===== src/include/rca_pkg.sv =====
// Package with the register map, field layout, reset values and state types of the calendar block.
package rca_pkg;
	localparam logic [7:0] OFF_SECOND       = 8'h00;
	localparam logic [7:0] OFF_MINUTE       = 8'h01;
	localparam logic [7:0] OFF_HOUR         = 8'h02;
	localparam logic [7:0] OFF_DAY          = 8'h03;
	localparam logic [7:0] OFF_MONTH        = 8'h04;
	localparam logic [7:0] OFF_YEAR         = 8'h05;
	localparam logic [7:0] OFF_WEEKDAY      = 8'h06;
	localparam logic [7:0] OFF_ALM_SECOND   = 8'h08;
	localparam logic [7:0] OFF_ALM_MINUTE   = 8'h09;
	localparam logic [7:0] OFF_ALM_HOUR     = 8'h0A;
	localparam logic [7:0] OFF_ALM_DAY      = 8'h0B;
	localparam logic [7:0] OFF_ALM_MONTH    = 8'h0C;
	localparam logic [7:0] OFF_ALM_YEAR     = 8'h0D;
	localparam logic [7:0] OFF_CTRL         = 8'h10;
	localparam logic [7:0] OFF_STATUS       = 8'h11;
	localparam logic [7:0] OFF_INTC         = 8'h12;
	localparam int CTRL_READ_SOURCE_SELECT  = 7;
	localparam int CTRL_SNAPSHOT_REQUEST    = 6;
	localparam int CTRL_LOAD_SUBSECOND      = 5;
	localparam int CTRL_TWELVE_HOUR_FORMAT  = 3;
	localparam int CTRL_AUTO_COMP           = 2;
	localparam int CTRL_ROUND_TO_MINUTE     = 1;
	localparam int CTRL_RUN_ENABLE          = 0;
	localparam int STAT_POWER_UP            = 7;
	localparam int STAT_ALARM               = 6;
	localparam int INTC_SLEEP_PERIODIC_HOLD = 4;
	localparam int INTC_ALARM_IRQ_ENABLE    = 3;
	localparam int INTC_PERIODIC_IRQ_ENABLE = 2;
	localparam logic [1:0] EVERY_SECOND     = 2'h0;
	localparam logic [1:0] EVERY_MINUTE     = 2'h1;
	localparam logic [1:0] EVERY_HOUR       = 2'h2;
	localparam logic [1:0] EVERY_DAY        = 2'h3;
	localparam logic [7:0] RST_CTRL         = 8'h00;
	localparam logic [4:0] RST_DAY          = 5'h01;
	localparam logic [3:0] RST_MONTH        = 4'h1;
	localparam logic [7:0] RST_ALM_DAY      = 8'h01;
	localparam logic [7:0] RST_ALM_MONTH    = 8'h01;
	localparam int SYS_CLK_PERIOD_NS        = 10;
	localparam int TIMER_PULSE_NS           = 15000;
	localparam int TIMER_PULSE_CYC          = TIMER_PULSE_NS / SYS_CLK_PERIOD_NS;
	localparam int SUBSECOND_W              = 15;
	localparam int PULSE_W                  = 11;

	typedef struct packed {
		logic [6:0] year;
		logic [3:0] month;
		logic [4:0] day;
		logic [4:0] hour;
		logic [5:0] minute;
		logic [5:0] second;
		logic [2:0] weekday;
	} rca_time_t;

	typedef struct packed {
		logic [1:0]             clk32_sync;
		logic                   clk32_prev;
		logic [1:0]             sleep_sync;
		logic [SUBSECOND_W-1:0] subsecond;
		rca_time_t              live;
		rca_time_t              shadow;
		logic [5:0][7:0]        alarm;
		logic [7:0]             ctrl;
		logic                   power_up;
		logic                   alarm_flag;
		logic [3:0]             events;
		logic                   run;
		logic [4:0]             intc;
		logic                   per_pend;
		logic [PULSE_W-1:0]     pulse_cnt;
		logic                   tick_d;
		logic [7:0]             rdata;
		logic                   alarm_irq_n;
		logic                   timer_irq_n;
	} rca_state_t;
endpackage : rca_pkg


===== src/hdl/rca_calendar_regs.sv =====
// Calendar, alarm, control and status registers of the real-time clock.
// Functional notes
// - Year and alarm year are two BCD digits: tens in 7:4, units in 3:0.
// - Month is BCD: one-bit tens in bit 4, units in 3:0, reset one.
// - Weekday is bits 2:0, range 0 to 6; upper five bits read zero.
// - Alarm hour bit 7 is PM only in twelve-hour mode; tens 5:4 up to 2.
// - Alarm day: tens 5:4 up to 3, units 3:0 resetting to one.
// - Alarm month: tens bit 4, units 3:0 resetting to one, bits 7:5 zero.
// - Control bit 7 selects live counters (0) or shadow copies (1) for reads.
// - Writing control bit 6 from zero to one snapshots live time into shadows.
// - Writing one to control bit 5 loads the sub-second counter from compensation.
// - Control bit 3 picks 24-hour (0) or 12-hour (1) format without disturbing count.
// - Control bit 2 enables automatic drift compensation.
// - Writing one to control bit 1 rounds to nearest minute; bit self-clears.
// - Control bit 0 freezes (0) or runs (1) the clock; resets frozen.
// - Status bit 7 is set by reset, cleared by writing one.
// - Status bit 6 marks alarm; alarm output stays low until one is written.
// - Periodic interrupt is a single fixed-length active-low pulse.
// - Status bits 5 to 2 flag elapsed day, hour, minute and second.
// - Status bit 1 shows real running state, lagging the freeze control.
// - Interrupt-control bit 4 holds periodic events during sleep, delivering one pulse afterwards.
// - Interrupt-control bit 3 enables one interrupt on alarm match.
// - Interrupt-control bit 2 enables periodic interrupt; disabled after reset.
// - Interrupt-control bits 1:0 choose second, minute, hour or day period.
`timescale 1ns/10ps
`default_nettype none
module rca_calendar_regs #(
	parameter int TICKS_PER_SECOND = 32768
) (
	input  wire logic        i_clk_sys,
	input  wire logic        i_rst_n,
	input  wire logic        i_clk_32k,
	input  wire logic        i_sleep,
	input  wire logic [15:0] i_comp_value,
	input  wire logic [7:0]  i_reg_addr,
	input  wire logic [7:0]  i_reg_wdata,
	input  wire logic        i_reg_wr,
	input  wire logic        i_reg_rd,
	output logic      [7:0]  o_reg_rdata,
	output logic             o_alarm_irq_n,
	output logic             o_timer_irq_n
);
	localparam logic [rca_pkg::SUBSECOND_W-1:0] TICK_LAST = rca_pkg::SUBSECOND_W'(TICKS_PER_SECOND - 1);

	rca_pkg::rca_state_t q;
	rca_pkg::rca_state_t next_q;
	logic                edge32;

	function automatic logic [7:0] to_bcd(input logic [6:0] v);
		logic [6:0] tens;
		logic [6:0] units;
		tens = v / 7'd10;
		units = v % 7'd10;
		return {tens[3:0], units[3:0]};
	endfunction : to_bcd

	function automatic logic [6:0] from_bcd(input logic [7:0] v);
		return 7'(v[7:4] * 4'd10) + {3'h0, v[3:0]};
	endfunction : from_bcd

	// Out-of-range digits are clamped, never stored as non-BCD codes.
	function automatic logic [7:0] lim(input logic [7:0] v, input logic [3:0] tmax);
		logic [3:0] tens;
		logic [3:0] units;
		tens = (v[7:4] > tmax) ? tmax : v[7:4];
		units = (v[3:0] > 4'h9) ? 4'h9 : v[3:0];
		return {tens, units};
	endfunction : lim

	function automatic logic [4:0] month_days(input logic [3:0] m, input logic [6:0] y);
		logic [4:0] d;
		d = 5'h1F;
		if (m == 4'h2) begin
			d = (y[1:0] == 2'h0) ? 5'h1D : 5'h1C;
		end else if (m == 4'h4 || m == 4'h6 || m == 4'h9 || m == 4'hB) begin
			d = 5'h1E;
		end
		return d;
	endfunction : month_days

	// Hours are counted in 24-hour binary so a format switch never disturbs counting.
	function automatic logic [7:0] hour_image(input logic [4:0] h, input logic twelve);
		logic [4:0] h12;
		logic [7:0] b;
		h12 = (h >= 5'h0C) ? 5'(h - 5'h0C) : h;
		if (h12 == 5'h00) begin
			h12 = 5'h0C;
		end
		b = to_bcd({2'h0, h12});
		return twelve ? {(h >= 5'h0C), 1'b0, b[5:0]} : to_bcd({2'h0, h});
	endfunction : hour_image

	function automatic logic [4:0] hour_from(input logic [7:0] w, input logic twelve);
		logic [6:0] h;
		h = from_bcd(lim({2'h0, w[5:0]}, 4'h2));
		if (twelve) begin
			h = (h == 7'h0C || h > 7'h0C) ? 7'h00 : h;
			h = w[7] ? 7'(h + 7'h0C) : h;
		end
		return (h > 7'h17) ? 5'h17 : h[4:0];
	endfunction : hour_from

	always_comb begin
		logic                 sec_t;
		logic                 min_t;
		logic                 hour_t;
		logic                 day_t;
		logic                 rounding;
		logic                 per_ev;
		logic                 twelve;
		logic                 wr_ctrl_snap;
		logic                 match;
		logic [7:0]           alm_hour;
		logic [2:0]           aidx;
		rca_pkg::rca_time_t   rt;
		sec_t = 1'b0;
		min_t = 1'b0;
		hour_t = 1'b0;
		day_t = 1'b0;
		rounding = 1'b0;
		per_ev = 1'b0;
		match = 1'b0;
		twelve = q.ctrl[rca_pkg::CTRL_TWELVE_HOUR_FORMAT];
		wr_ctrl_snap = 1'b0;
		aidx = 3'(i_reg_addr - rca_pkg::OFF_ALM_SECOND);
		alm_hour = twelve ? q.alarm[2] : {1'b0, q.alarm[2][6:0]};
		rt = q.ctrl[rca_pkg::CTRL_READ_SOURCE_SELECT] ? q.shadow : q.live;
		next_q = q;
		edge32 = q.clk32_sync[1] & ~q.clk32_prev;
		next_q.clk32_sync = {q.clk32_sync[0], i_clk_32k};
		next_q.clk32_prev = q.clk32_sync[1];
		next_q.sleep_sync = {q.sleep_sync[0], i_sleep};
		next_q.tick_d = 1'b0;

		// The freeze control only takes effect on an oscillator edge, so the run state lags it.
		if (edge32) begin
			next_q.run = q.ctrl[rca_pkg::CTRL_RUN_ENABLE];
			if (q.run) begin
				if (q.subsecond == TICK_LAST) begin
					next_q.subsecond = '0;
					sec_t = 1'b1;
				end else begin
					next_q.subsecond = q.subsecond + 1'b1;
				end
			end
			if (q.ctrl[rca_pkg::CTRL_ROUND_TO_MINUTE]) begin
				rounding = 1'b1;
				next_q.ctrl[rca_pkg::CTRL_ROUND_TO_MINUTE] = 1'b0;
				next_q.live.second = 6'h00;
				min_t = (q.live.second >= 6'h1E);
			end
		end
		if (sec_t && !rounding) begin
			if (q.live.second == 6'h3B) begin
				next_q.live.second = 6'h00;
				min_t = 1'b1;
			end else begin
				next_q.live.second = q.live.second + 1'b1;
			end
		end
		if (min_t) begin
			if (q.live.minute == 6'h3B) begin
				next_q.live.minute = 6'h00;
				hour_t = 1'b1;
			end else begin
				next_q.live.minute = q.live.minute + 1'b1;
			end
		end
		if (hour_t) begin
			if (q.ctrl[rca_pkg::CTRL_AUTO_COMP]) begin
				next_q.subsecond = rca_pkg::SUBSECOND_W'(next_q.subsecond + i_comp_value[14:0]);
			end
			if (q.live.hour == 5'h17) begin
				next_q.live.hour = 5'h00;
				day_t = 1'b1;
			end else begin
				next_q.live.hour = q.live.hour + 1'b1;
			end
		end
		if (day_t) begin
			next_q.live.weekday = (q.live.weekday == 3'h6) ? 3'h0 : q.live.weekday + 1'b1;
			if (q.live.day >= month_days(q.live.month, q.live.year)) begin
				next_q.live.day = 5'h01;
				if (q.live.month == 4'hC) begin
					next_q.live.month = 4'h1;
					next_q.live.year = (q.live.year == 7'h63) ? 7'h00 : q.live.year + 1'b1;
				end else begin
					next_q.live.month = q.live.month + 1'b1;
				end
			end else begin
				next_q.live.day = q.live.day + 1'b1;
			end
		end
		next_q.tick_d = sec_t | min_t;

		if (i_reg_wr) begin
			case (i_reg_addr)
				rca_pkg::OFF_SECOND: next_q.live.second = 6'(from_bcd(lim({1'b0, i_reg_wdata[6:0]}, 4'h5)));
				rca_pkg::OFF_MINUTE: next_q.live.minute = 6'(from_bcd(lim({1'b0, i_reg_wdata[6:0]}, 4'h5)));
				rca_pkg::OFF_HOUR: next_q.live.hour = hour_from(i_reg_wdata, twelve);
				rca_pkg::OFF_DAY: next_q.live.day = 5'(from_bcd(lim({2'h0, i_reg_wdata[5:0]}, 4'h3)));
				rca_pkg::OFF_MONTH: next_q.live.month = 4'(from_bcd(lim({3'h0, i_reg_wdata[4:0]}, 4'h1)));
				rca_pkg::OFF_YEAR: next_q.live.year = from_bcd(lim(i_reg_wdata, 4'h9));
				rca_pkg::OFF_WEEKDAY: next_q.live.weekday = (i_reg_wdata[2:0] > 3'h6) ? 3'h6 : i_reg_wdata[2:0];
				rca_pkg::OFF_ALM_SECOND, rca_pkg::OFF_ALM_MINUTE: begin
					next_q.alarm[aidx] = lim({1'b0, i_reg_wdata[6:0]}, 4'h5);
				end
				rca_pkg::OFF_ALM_HOUR: begin
					next_q.alarm[aidx] = {i_reg_wdata[7] & twelve, 1'b0, 6'(lim({2'h0, i_reg_wdata[5:0]}, 4'h2))};
				end
				rca_pkg::OFF_ALM_DAY: next_q.alarm[aidx] = lim({2'h0, i_reg_wdata[5:0]}, 4'h3);
				rca_pkg::OFF_ALM_MONTH: next_q.alarm[aidx] = lim({3'h0, i_reg_wdata[4:0]}, 4'h1);
				rca_pkg::OFF_ALM_YEAR: next_q.alarm[aidx] = lim(i_reg_wdata, 4'h9);
				rca_pkg::OFF_CTRL: begin
					next_q.ctrl = {i_reg_wdata[7:2], q.ctrl[1] | i_reg_wdata[1], i_reg_wdata[0]};
					wr_ctrl_snap = i_reg_wdata[6] & ~q.ctrl[rca_pkg::CTRL_SNAPSHOT_REQUEST];
					if (i_reg_wdata[rca_pkg::CTRL_LOAD_SUBSECOND]) begin
						next_q.subsecond = i_comp_value[14:0];
					end
				end
				rca_pkg::OFF_STATUS: begin
					next_q.power_up = q.power_up & ~i_reg_wdata[rca_pkg::STAT_POWER_UP];
					next_q.alarm_flag = q.alarm_flag & ~i_reg_wdata[rca_pkg::STAT_ALARM];
				end
				rca_pkg::OFF_INTC: next_q.intc = i_reg_wdata[4:0];
				default: begin
				end
			endcase
		end
		if (wr_ctrl_snap) begin
			next_q.shadow = q.live;
		end

		// Elapsed flags clear on a status read; a new event in the same cycle still wins.
		if (i_reg_rd && i_reg_addr == rca_pkg::OFF_STATUS) begin
			next_q.events = 4'h0;
		end
		next_q.events = next_q.events | {day_t, hour_t, min_t, sec_t};

		match = (to_bcd({1'b0, q.live.second}) == q.alarm[0]) && (to_bcd({1'b0, q.live.minute}) == q.alarm[1])
			&& (hour_image(q.live.hour, twelve) == alm_hour) && (to_bcd({2'h0, q.live.day}) == q.alarm[3])
			&& (to_bcd({3'h0, q.live.month}) == q.alarm[4]) && (to_bcd(q.live.year) == q.alarm[5]);
		if (q.tick_d && q.intc[rca_pkg::INTC_ALARM_IRQ_ENABLE] && match) begin
			next_q.alarm_flag = 1'b1;
		end
		next_q.alarm_irq_n = ~next_q.alarm_flag;

		case (q.intc[1:0])
			rca_pkg::EVERY_SECOND: per_ev = sec_t;
			rca_pkg::EVERY_MINUTE: per_ev = min_t;
			rca_pkg::EVERY_HOUR: per_ev = hour_t;
			rca_pkg::EVERY_DAY: per_ev = day_t;
			default: per_ev = 1'b0;
		endcase
		if (q.pulse_cnt != '0) begin
			next_q.pulse_cnt = q.pulse_cnt - 1'b1;
		end else if (q.per_pend && !(q.intc[rca_pkg::INTC_SLEEP_PERIODIC_HOLD] && q.sleep_sync[1])) begin
			next_q.per_pend = 1'b0;
			next_q.pulse_cnt = rca_pkg::PULSE_W'(rca_pkg::TIMER_PULSE_CYC);
		end
		if (q.intc[rca_pkg::INTC_PERIODIC_IRQ_ENABLE] && per_ev) begin
			next_q.per_pend = 1'b1;
		end
		next_q.timer_irq_n = (next_q.pulse_cnt == '0);

		if (i_reg_rd) begin
			case (i_reg_addr)
				rca_pkg::OFF_SECOND: next_q.rdata = to_bcd({1'b0, rt.second});
				rca_pkg::OFF_MINUTE: next_q.rdata = to_bcd({1'b0, rt.minute});
				rca_pkg::OFF_HOUR: next_q.rdata = hour_image(rt.hour, twelve);
				rca_pkg::OFF_DAY: next_q.rdata = to_bcd({2'h0, rt.day});
				rca_pkg::OFF_MONTH: next_q.rdata = to_bcd({3'h0, rt.month});
				rca_pkg::OFF_YEAR: next_q.rdata = to_bcd(rt.year);
				rca_pkg::OFF_WEEKDAY: next_q.rdata = {5'h00, rt.weekday};
				rca_pkg::OFF_ALM_HOUR: next_q.rdata = alm_hour;
				rca_pkg::OFF_ALM_SECOND, rca_pkg::OFF_ALM_MINUTE, rca_pkg::OFF_ALM_DAY,
				rca_pkg::OFF_ALM_MONTH, rca_pkg::OFF_ALM_YEAR: next_q.rdata = q.alarm[aidx];
				rca_pkg::OFF_CTRL: next_q.rdata = q.ctrl;
				rca_pkg::OFF_STATUS: next_q.rdata = {q.power_up, q.alarm_flag, q.events, q.run, 1'b0};
				rca_pkg::OFF_INTC: next_q.rdata = {3'h0, q.intc};
				default: next_q.rdata = 8'h00;
			endcase
		end
	end

	always_ff @(posedge i_clk_sys or negedge i_rst_n) begin
		if (!i_rst_n) begin
			q <= '0;
			q.live.day <= rca_pkg::RST_DAY;
			q.live.month <= rca_pkg::RST_MONTH;
			q.shadow.day <= rca_pkg::RST_DAY;
			q.shadow.month <= rca_pkg::RST_MONTH;
			q.alarm[3] <= rca_pkg::RST_ALM_DAY;
			q.alarm[4] <= rca_pkg::RST_ALM_MONTH;
			q.ctrl <= rca_pkg::RST_CTRL;
			q.power_up <= 1'b1;
			q.alarm_irq_n <= 1'b1;
			q.timer_irq_n <= 1'b1;
		end else begin
			q <= next_q;
		end
	end

	assign o_reg_rdata = q.rdata;
	assign o_alarm_irq_n = q.alarm_irq_n;
	assign o_timer_irq_n = q.timer_irq_n;

	logic [rca_pkg::PULSE_W-1:0] low_cnt;
	always_ff @(posedge i_clk_sys or negedge i_rst_n) begin
		if (!i_rst_n) begin
			low_cnt <= '0;
		end else begin
			low_cnt <= o_timer_irq_n ? '0 : rca_pkg::PULSE_W'(low_cnt + 1'b1);
		end
	end

	function automatic logic twelve_q();
		return q.ctrl[rca_pkg::CTRL_TWELVE_HOUR_FORMAT];
	endfunction : twelve_q
endmodule : rca_calendar_regs
`default_nettype wire


===== config.mk =====
export PLATFORM = sky130hd
export DESIGN_NAME = rca_calendar_regs
export DESIGN_NICKNAME = d
export VERILOG_FILES = /design/src/include/rca_pkg.sv /design/src/hdl/rca_calendar_regs.sv
export SDC_FILE = /design/constraint.sdc
export NUM_CORES = 1
export LEC_CHECK = 0
export BUFFER_PORTS_ARGS = -buffer_cell sky130_fd_sc_hd__buf_2
export CORE_UTILIZATION = 55
export CTS_BUF_LIST = sky130_fd_sc_hd__clkbuf_8
export DETAILED_ROUTE_END_ITERATION = 7
export PLACE_DENSITY = 0.77
export SETUP_SLACK_MARGIN = 0.3
export SYNTH_ARGS = -nofsm -noshare
export SYNTH_HDL_FRONTEND = slang
export SYNTH_SLANG_ARGS = --single-unit

===== constraint.sdc =====
create_clock -name i_clk_sys -period 11.1 [get_ports i_clk_sys]
set_input_delay 1.665 -clock i_clk_sys [delete_from_list [all_inputs] [get_ports i_clk_sys]]
set_output_delay 1.665 -clock i_clk_sys [all_outputs]
set_load 0.1 [all_outputs]

==> summary.txt, run 1 <==
Global route
  – GRT Total Usage: between 20 and 30%
  – Antenna violations before repair: 0
  – Remaining Overflow, GRT: 0
  – First-pass GRT wire length: approximately 66 mm
  – Vias in the first global route: about 12000
  – Largest net degree at the start of global routing: ~120

Clock tree
  – Root Driver: clkbuf_8
  – Later-pin clock latency in the skew report: about 500 ps
  – Clk buf depth: 2
  – # Post-CTS Setup Buffers: 0
  – Number of clock sinks: roughly 180
  – Post-cts hold buffer count: 0
  – CTS clk-pin slew, worst paths: between 100 and 150 ps
  – H-tree depth: 4
  – Post_cts resized: 0
  – TritonCTS clock tree: done
  – Num CTS Buffers: 17

STA
  – Total negative slack: 0 ps
  – F_max: 146 MHz
  – Final Hold Viols: 0
  – RSZ-0062 raised after global routing: no
  – Final Critical Period: 6860 ps
  – Max-slew violations: 0
  – Final clock skew: between 20 and 30 ps
  – Final period util: 61.8%
  – Worst slew pin tran: 1170 ps
  – Slew HR: roughly 22%
  – Final setup viols: 0

Floorplan
  – Die height: 168 um
  – Die Area: 28100 um^2
  – Io pins: 48
  – Rows: 60
  – Starting Density: a little under three fifths
  – DIE WIDTH: 168 um
  – Core area: 27000 um^2

Pwr
  – Int Pwr: 1.08 mW
  – Static leakage: between 6 and 7 nW
  – Peak supply drop: between 0.00008 and 0.00009 V
  – PwrDens: ~110 nW/um^2
  – Gate power share: a little over a quarter
  – Sw Share: a little under two fifths
  – Clock Power Share: between 20% and 30%
  – Power Total: ~1.7 mW
  – Seq pwr share: between 40% and 50%
  – Net Switching: between 0.6 and 0.7 mW

Worst setup path
  – FF-to-FF End: o_reg_rdata[1]$_DFFE_PN0P_
  – CP Data Arrival Time: around 7200 ps
  – R2r worst-path depth: 25
  – RR Startpoint: q[42]$_DFFE_PN0P_
  – Startpoint types: input port
  – Critical path capture point type: register
  – CP Data Required Time: 11470 ps
  – Register-to-register setup slack: a little under 5000 ps
  – Crit path max fanout: 36
  – Crit Path Class: input port to register

Placement
  – IO buf count: 46
  – RD Place Congestion: around 0.95
  – HPWL Detailed: 30.9 mm
  – DP Area: approximately 15000 um^2

Min path
  – Worst Hold Depth: 0
  – Min-Delay Endpoint: next_q[180]$_DFF_PN0_
  – Worst hold path type: register to register
  – Beginning of the worst hold path: next_q[182]$_DFF_PN0_

Cells and area
  – Final nets: roughly 1900
  – Layout area overhead: 4.64%
  – Most frequent cells in the layout: 173 x dfrtp_1, 165 x nand2_1, 134 x nor2_1
  – Fillers: 2376
  – Share of layout cells above drive strength 1: approximately 14%
  – Register Area: 4590 um^2
  – Commonest non-fill, non-tap cell in the layout: dfrtp_1
  – N_diodes: 0
  – Util after Layout: 58.7%
  – Final instance area: ~16000 um^2
  – Multi-input logic area: between 9000 and 10000 um^2

Drt
  – DRC violations left: 0
  – Final ANT Viol Nets: 0
  – DR vias/cell: approximately 6.5
  – DRT Pass-1 Iters: 8
  – First DRT Iteration DRCs: 1489
  – WL/cell: around 20 um
  – Vias: about 13000
  – Final Routed Wirelength: 41.4 mm

Synthesis
  – Yosys warnings: 0
  – Ys async rst share: 100%
  – Sequential area share after synthesis: a little under a third
  – Ys flop type: dfrtp_1
  – Mean Syn Cell Area: around 8.6 um^2
  – Number of synthesized register bits: 183
  – Net count after synthesis: 1880
  – Count of cell types in the netlist: between 100 and 150
  – EDFF count, synth: 0
  – Mapped Cells: ~1800
  – Synthesized area: about 15000 um^2

Run
  – Max Cap Viol: 0

Outcome
  – Status: finished clean
-- critical path, cell delays in order --
cell and delay (ps):
buf_2 70, buf_4 420, or2_1 220, nand4_1 470, o41ai_1 550, o21bai_4 220
and2_1 220, inv_1 60, ha_1 300, nor3_1 290, a21oi_2 100, o21a_1 200
or2_2 340, inv_1 90, ha_1 220, inv_1 50, a31oi_1 170, inv_1 110
a31o_4 250, xnor2_1 130, ha_1 250, o21a_1 120, a311oi_1 290, a32oi_1 140
o2111ai_1 140, o211ai_1 120
-- state kept, by name, indices dropped and copies added (netlist names), named ones only --
| signal | cells |
|---|---|
| next_q | 3 |
| o_alarm_irq_n | 1 |
| o_reg_rdata | 8 |
| o_timer_irq_n | 1 |
| q | 152 |
-- kinds of logic after synthesis --
logic type | after synthesis | synth area share, %
compound gates | 487 | 21.4
xor+xnor | 83 | 4.81
fa+ha+maj | 94 | 8.05
buf+inv | 197 | 5.72
flops | 183 | 30.4
mux | 126 | 10.1
simple gates | 580 | 19.5
-- per-stage QoR --
stage / cells / hold slack, ps / setup slack (ps)
detailed placement: 2046 / 342 / 3890
global placement: 2046 / 334 / 4010
finish: 2078 / 359 / 4240
global route: 2078 / 361 / 3880
CTS: 2078 / 362 / 4380
floorplan: 1750 / 331 / 4930
-- power groups by stage --
| stage | registers, mW | clock network [mW] | logic, mW |
|---|---|---|---|
| after detailed placement | 0.784 | 0 | 0.465 |
| after floorplan | 0.758 | 0 | 0.367 |
| after global routing | 0.780 | 0.509 | 0.524 |
| after CTS | 0.771 | 0.484 | 0.467 |
| after global placement | 0.781 | 0 | 0.452 |
| final | 0.773 | 0.480 | 0.471 |
-- how the worst max path moves through the flow --
stage                                  to          start  cells past startpoint  slack [ps]
2_1_floorplan  o_reg_rdata[1]$_DFFE_PN0P_  i_reg_addr[0]                     27        4930
3_3_place_gp   o_reg_rdata[1]$_DFFE_PN0P_  i_reg_addr[0]                     25        4010
3_5_place_dp   o_reg_rdata[1]$_DFFE_PN0P_  i_reg_addr[0]                     26        3890
4_1_cts        o_reg_rdata[1]$_DFFE_PN0P_  i_reg_addr[0]                     26        4380
5_1_grt        o_reg_rdata[2]$_DFFE_PN0P_  i_reg_addr[0]                     26        3880
6_report       o_reg_rdata[1]$_DFFE_PN0P_  i_reg_addr[0]                     26        4240
-- cell type report --
class	count	area share [%]
Clock buffer	17	1.48
Inverter	90	2.14
Timing Repair Buffer	62	2.27
Sequential cell	183	29.0
Multi-Input combinational cell	1370	61.1
Clock inverter	15	1.27
Tap cell	341	2.70
-- layer usage --
layer | routed length (um) | GRT usage, % | share of wire (%)
met5 | 0 | 0 | 0
met4 | 1250 | 10.1 | 3.0
met3 | 3390 | 3.83 | 8.2
met2 | 19100 | 49.0 | 46
met1 | 17700 | 40.5 | 43
-- cells in the mapped netlist, drive strengths merged (30+ instances only) --
| cell | instances | area share, % |
|---|---|---|
| xnor2 | 48 | 2.8 |
| mux2i | 51 | 3.6 |
| xor2 | 35 | 2.0 |
| mux2 | 63 | 4.7 |
| nor3 | 36 | 1.4 |
| nand2 | 167 | 4.2 |
| buf | 37 | 1.7 |
| a31oi | 30 | 1.3 |
| o21ai | 136 | 4.7 |
| inv | 90 | 2.2 |
| clkbuf | 70 | 1.8 |
| nand3 | 52 | 1.8 |
| dfrtp | 174 | 29 |
| a21oi | 125 | 4.2 |
| nor2 | 136 | 3.4 |
| ha | 86 | 7.1 |
(Power assumes the default switching activity.)
==> run 2, diff against run 1 <==
--- a/config.mk
+++ b/config.mk
@@ -5,6 +5,7 @@
 export SDC_FILE = /design/constraint.sdc
 export NUM_CORES = 1
 export LEC_CHECK = 0
+export ABC_AREA = 1
 export BUFFER_PORTS_ARGS = -buffer_cell sky130_fd_sc_hd__buf_2
 export CORE_UTILIZATION = 55
 export CTS_BUF_LIST = sky130_fd_sc_hd__clkbuf_8
==> constraint.sdc (replaced) <==
create_clock -name i_clk_sys -period 6.8 [get_ports i_clk_sys]
set_input_delay 1.02 -clock i_clk_sys [delete_from_list [all_inputs] [get_ports i_clk_sys]]
set_output_delay 1.02 -clock i_clk_sys [all_outputs]
set_load 0.1 [all_outputs]
==> summary.txt, run 2 <==
Outcome
  – Status: finished clean

Placement
  – IO buf count: 46 (unchanged)
  – DP Area: 14900 um^2 (-3.1%)
  – HPWL Detailed: 36.2 mm (+17%)
  – Pre-CTS setup slack: 1400 ps (-2490 ps)
  – Cells after DPL: 2394 (+17%)
  – RD Place Congestion: 1.03 (+8.2%)

Floorplan
  – Rows: 58 (-3.3%)
  – Io pins: 48 (unchanged)
  – Die Area: 26900 um^2 (-4.5%)
  – Core area: 25500 um^2 (-5.5%)
  – Die height: 164 um (-2.3%)
  – Starting Density: 56.6% (+0.56 points)
  – DIE WIDTH: 164 um (-2.3%)

Cells and area
  – Register Area: 4590 um^2 (unchanged)
  – Final instance area: 15300 um^2 (-3.2%)
  – Fillers: 2409 (+1.4%)
  – Multi-input logic area: 8300 um^2 (-14%)
  – Most frequent cells in the layout: 450 x nand2_1, 322 x inv_1, 211 x o21ai_0
  – Max reg flops: 152 (unchanged)
  – Commonest non-fill, non-tap cell in the layout: nand2_1
  – Final nets: 2213 (+19%)
  – Fin cells: 2425 (+17%)
  – Biggest register: q
  – Layout area overhead: 6.14%
  – Share of layout cells above drive strength 1: 8.98% (-5.0 points)

Worst setup path
  – Crit path max fanout: 15 (-58%)
  – RR Startpoint: q[42]$_DFFE_PN0P_
  – Critical path capture point type: register
  – Register-to-register setup slack: 1980 ps (-2940 ps)
  – Instance count on the critical path: 35 (+35%)
  – FF-to-FF End: o_reg_rdata[2]$_DFFE_PN0P_
  – Most frequent CP cell: nand2_1
  – CP Buf/Inv Count: 5 (-1)
  – CP Data Required Time: 7190 ps (-4280 ps)
  – CP Data Arrival Time: 5300 ps (-1930 ps)
  – R2r worst-path depth: 35 (+40%)
  – CP max stage cell: nor2_2
  – Slowest stage delay, CP: 430 ps (-120 ps)
  – Delay-heaviest family, CP: simple AND/OR/NAND/NOR gates
  – Startpoint types: input port
  – Crit Path Class: input port to register
  – Worst Setup EP: o_reg_rdata[2]$_DFFE_PN0P_
  – Crit path from: i_reg_addr[2]

STA
  – Slew HR: 35.6% (+14 points)
  – RSZ-0062 raised after global routing: no
  – Max-slew violations: 0 (unchanged)
  – Final setup viols: 0 (unchanged)
  – Final clock skew: 19.6 ps (-9.09 ps)
  – Worst slew pin tran: 966 ps (-202 ps)
  – Final Hold Viols: 0 (unchanged)
  – Worst Slack Setup Final: 1900 ps (-2340 ps)
  – F_max: between 200 and 250 MHz
  – Final period util: between 70% and 80%
  – Total negative slack: 0 ps (unchanged)
  – Final Critical Period: around 4900 ps

Global route
  – Antenna violations before repair: 0 (unchanged)
  – Remaining Overflow, GRT: 0 (unchanged)
  – Vias in the first global route: 13300 (+6.0%)
  – Largest net degree at the start of global routing: 114 (-3.4%)
  – First-pass GRT wire length: 72.7 mm (+9.9%)
  – GRT Total Usage: 36.0% (+6.2 points)

Synthesis
  – Yosys warnings: 0 (unchanged)
  – Number of synthesized register bits: 183 (unchanged)
  – Mux cell area share after synthesis: 0.0694% (-10 points)
  – Net count after synthesis: 2191 (+17%)
  – Synth Area in Compound Gates: 18.5% (-2.9 points)
  – Ranking of synthesized cells by area: dfrtp_1 30%, nand2_1 12%, inv_1 8.4%
  – Ys flop type: dfrtp_1
  – Ys async rst share: 100% (unchanged)
  – Largest family of logic cells by synthesized area: simple AND/OR/NAND/NOR gates
  – Count of cell types in the netlist: 67 (-40%)
  – Count leader, synth: nand2_1
  – Synth area leader: dfrtp_1
  – Mapped Cells: 2061 (+18%)
  – XOR/XNOR Fraction of Synth Area: 4.71% (-0.10 points)
  – Synthesized area: 14400 um^2 (-4.5%)
  – Simple logic cell fraction of the synthesized area: 25.9% (+6.4 points)
  – Mean Syn Cell Area: 7.00 um^2 (-19%)
  – Sequential area share after synthesis: 31.8% (+1.4 points)
  – Adder-cell area share of the yosys netlist: 8.29% (+0.24 points)
  – Top-area cell type share of the netlist area: 30.2% (+1.4 points)
  – Synth cell count leaders: 450 x nand2_1, 321 x inv_1, 211 x o21ai_0
  – EDFF count, synth: 0 (unchanged)

Clock tree
  – CTS clk-pin slew, worst paths: 110 ps (-20 ps)
  – Num CTS Buffers: 17 (unchanged)
  – H-tree depth: 4 (unchanged)
  – Number of clock sinks: 183 (unchanged)
  – TritonCTS clock tree: done
  – Clk buf depth: 2 (unchanged)
  – Post_cts resized: 0 (unchanged)
  – Post-cts hold buffer count: 0 (unchanged)
  – # Post-CTS Setup Buffers: 0 (unchanged)
  – Root Driver: clkbuf_8
  – Later-pin clock latency in the skew report: 490 ps (about the same)

Pwr
  – Clock Power Share: 27.1% (-0.8 points)
  – Net Switching: 1.15 mW (+79%)
  – Seq pwr share: 42.0% (-2.8 points)
  – PwrDens: 197 nW/um^2 (+80%)
  – Peak supply drop: 0.000139 V (+74%)
  – Int Pwr: 1.86 mW (+72%)
  – Sw Share: 38.2% (+0.87 points)
  – Power Total: 3.01 mW (+75%)
  – Gate power share: 30.9% (+3.6 points)
  – Static leakage: 7.46 nW (+10%)

Drt
  – Vias: 14200 (+5.6%)
  – DRC violations left: 0 (unchanged)
  – WL/cell: 19.1 um (-4.0%)
  – DRT Pass-1 Iters: 6 (-2)
  – Final Routed Wirelength: 46.4 mm (+12%)
  – DR vias/cell: 5.85 (-9.5%)
  – Final ANT Viol Nets: 0 (unchanged)
  – First DRT Iteration DRCs: 1356 (-8.9%)

Min path
  – Worst hold path type: register to register

Run
  – Max Cap Viol: 0 (unchanged)
==> run 2: final cells by class <==
cell class | count | area share, %
Antenna cell | 1 | 0.0163
Sequential cell | 183 | 30.0
Tap cell | 330 | 2.70
Multi-Input combinational cell | 1483 | 54.2
Timing Repair Buffer | 54 | 1.95
Clock inverter | 11 | 0.980
Clock buffer | 19 | 1.71
Inverter | 344 | 8.46
==> run 2: power groups by stage <==
stage / combinational (mW) / clock, mW / sequential [mW]
2_1_floorplan: 0.672 / 0 / 1.25
3_3_place_gp: 0.876 / 0 / 1.28
4_1_cts: 0.917 / 0.819 / 1.26
3_5_place_dp: 0.913 / 0 / 1.28
6_report: 0.930 / 0.815 / 1.26
5_1_grt: 1.05 / 0.854 / 1.27
==> run 2: kinds of logic (layout without fill, tap and decap cells) <==
logic type,Yosys count,after routing
adders and majority gates,92,92
DFF,183,183
xor gates and xnor gates,75,75
buffers and inverters,395,428
AOI/OAI and AO/OA,465,465
other,0,1
and+or+nand+nor,850,850
muxes,1,1
==> run 2: how the worst min path moves through the flow <==
stage	from	endpoint	slack (ps)	cells after the start
floorplan	next_q[182]$_DFF_PN0_	next_q[180]$_DFF_PN0_	330	0
CTS	next_q[182]$_DFF_PN0_	next_q[180]$_DFF_PN0_	360	0
finish	next_q[182]$_DFF_PN0_	next_q[180]$_DFF_PN0_	360	0
detailed placement	next_q[182]$_DFF_PN0_	next_q[180]$_DFF_PN0_	330	0
global route	next_q[179]$_DFF_PN0_	q[179]$_DFF_PN0_	370	0
global placement	next_q[179]$_DFF_PN0_	q[179]$_DFF_PN0_	330	0
==> run 2: metrics by stage <==
| step | hold slack [ps] | util, % |
|---|---|---|
| after global routing | 367 | 60.1 |
| after CTS | 358 | 60.1 |
| after global placement | 332 | 58.5 |
| after floorplan | 331 | - |
| final | 359 | 60.1 |
| after detailed placement | 335 | 58.5 |
==> run 2: routing by layer <==
layer | share of wire (%) | vias up | global-route usage (%) | wire length (um)
li1 | - | 6791 | - | -
met4 | 3.6 | 0 | 14.3 | 1650
met2 | 42 | 642 | 53.3 | 19500
met1 | 44 | 6658 | 50.1 | 20400
met5 | 0 | - | 0 | 0
met3 | 10 | 105 | 9.19 | 4770
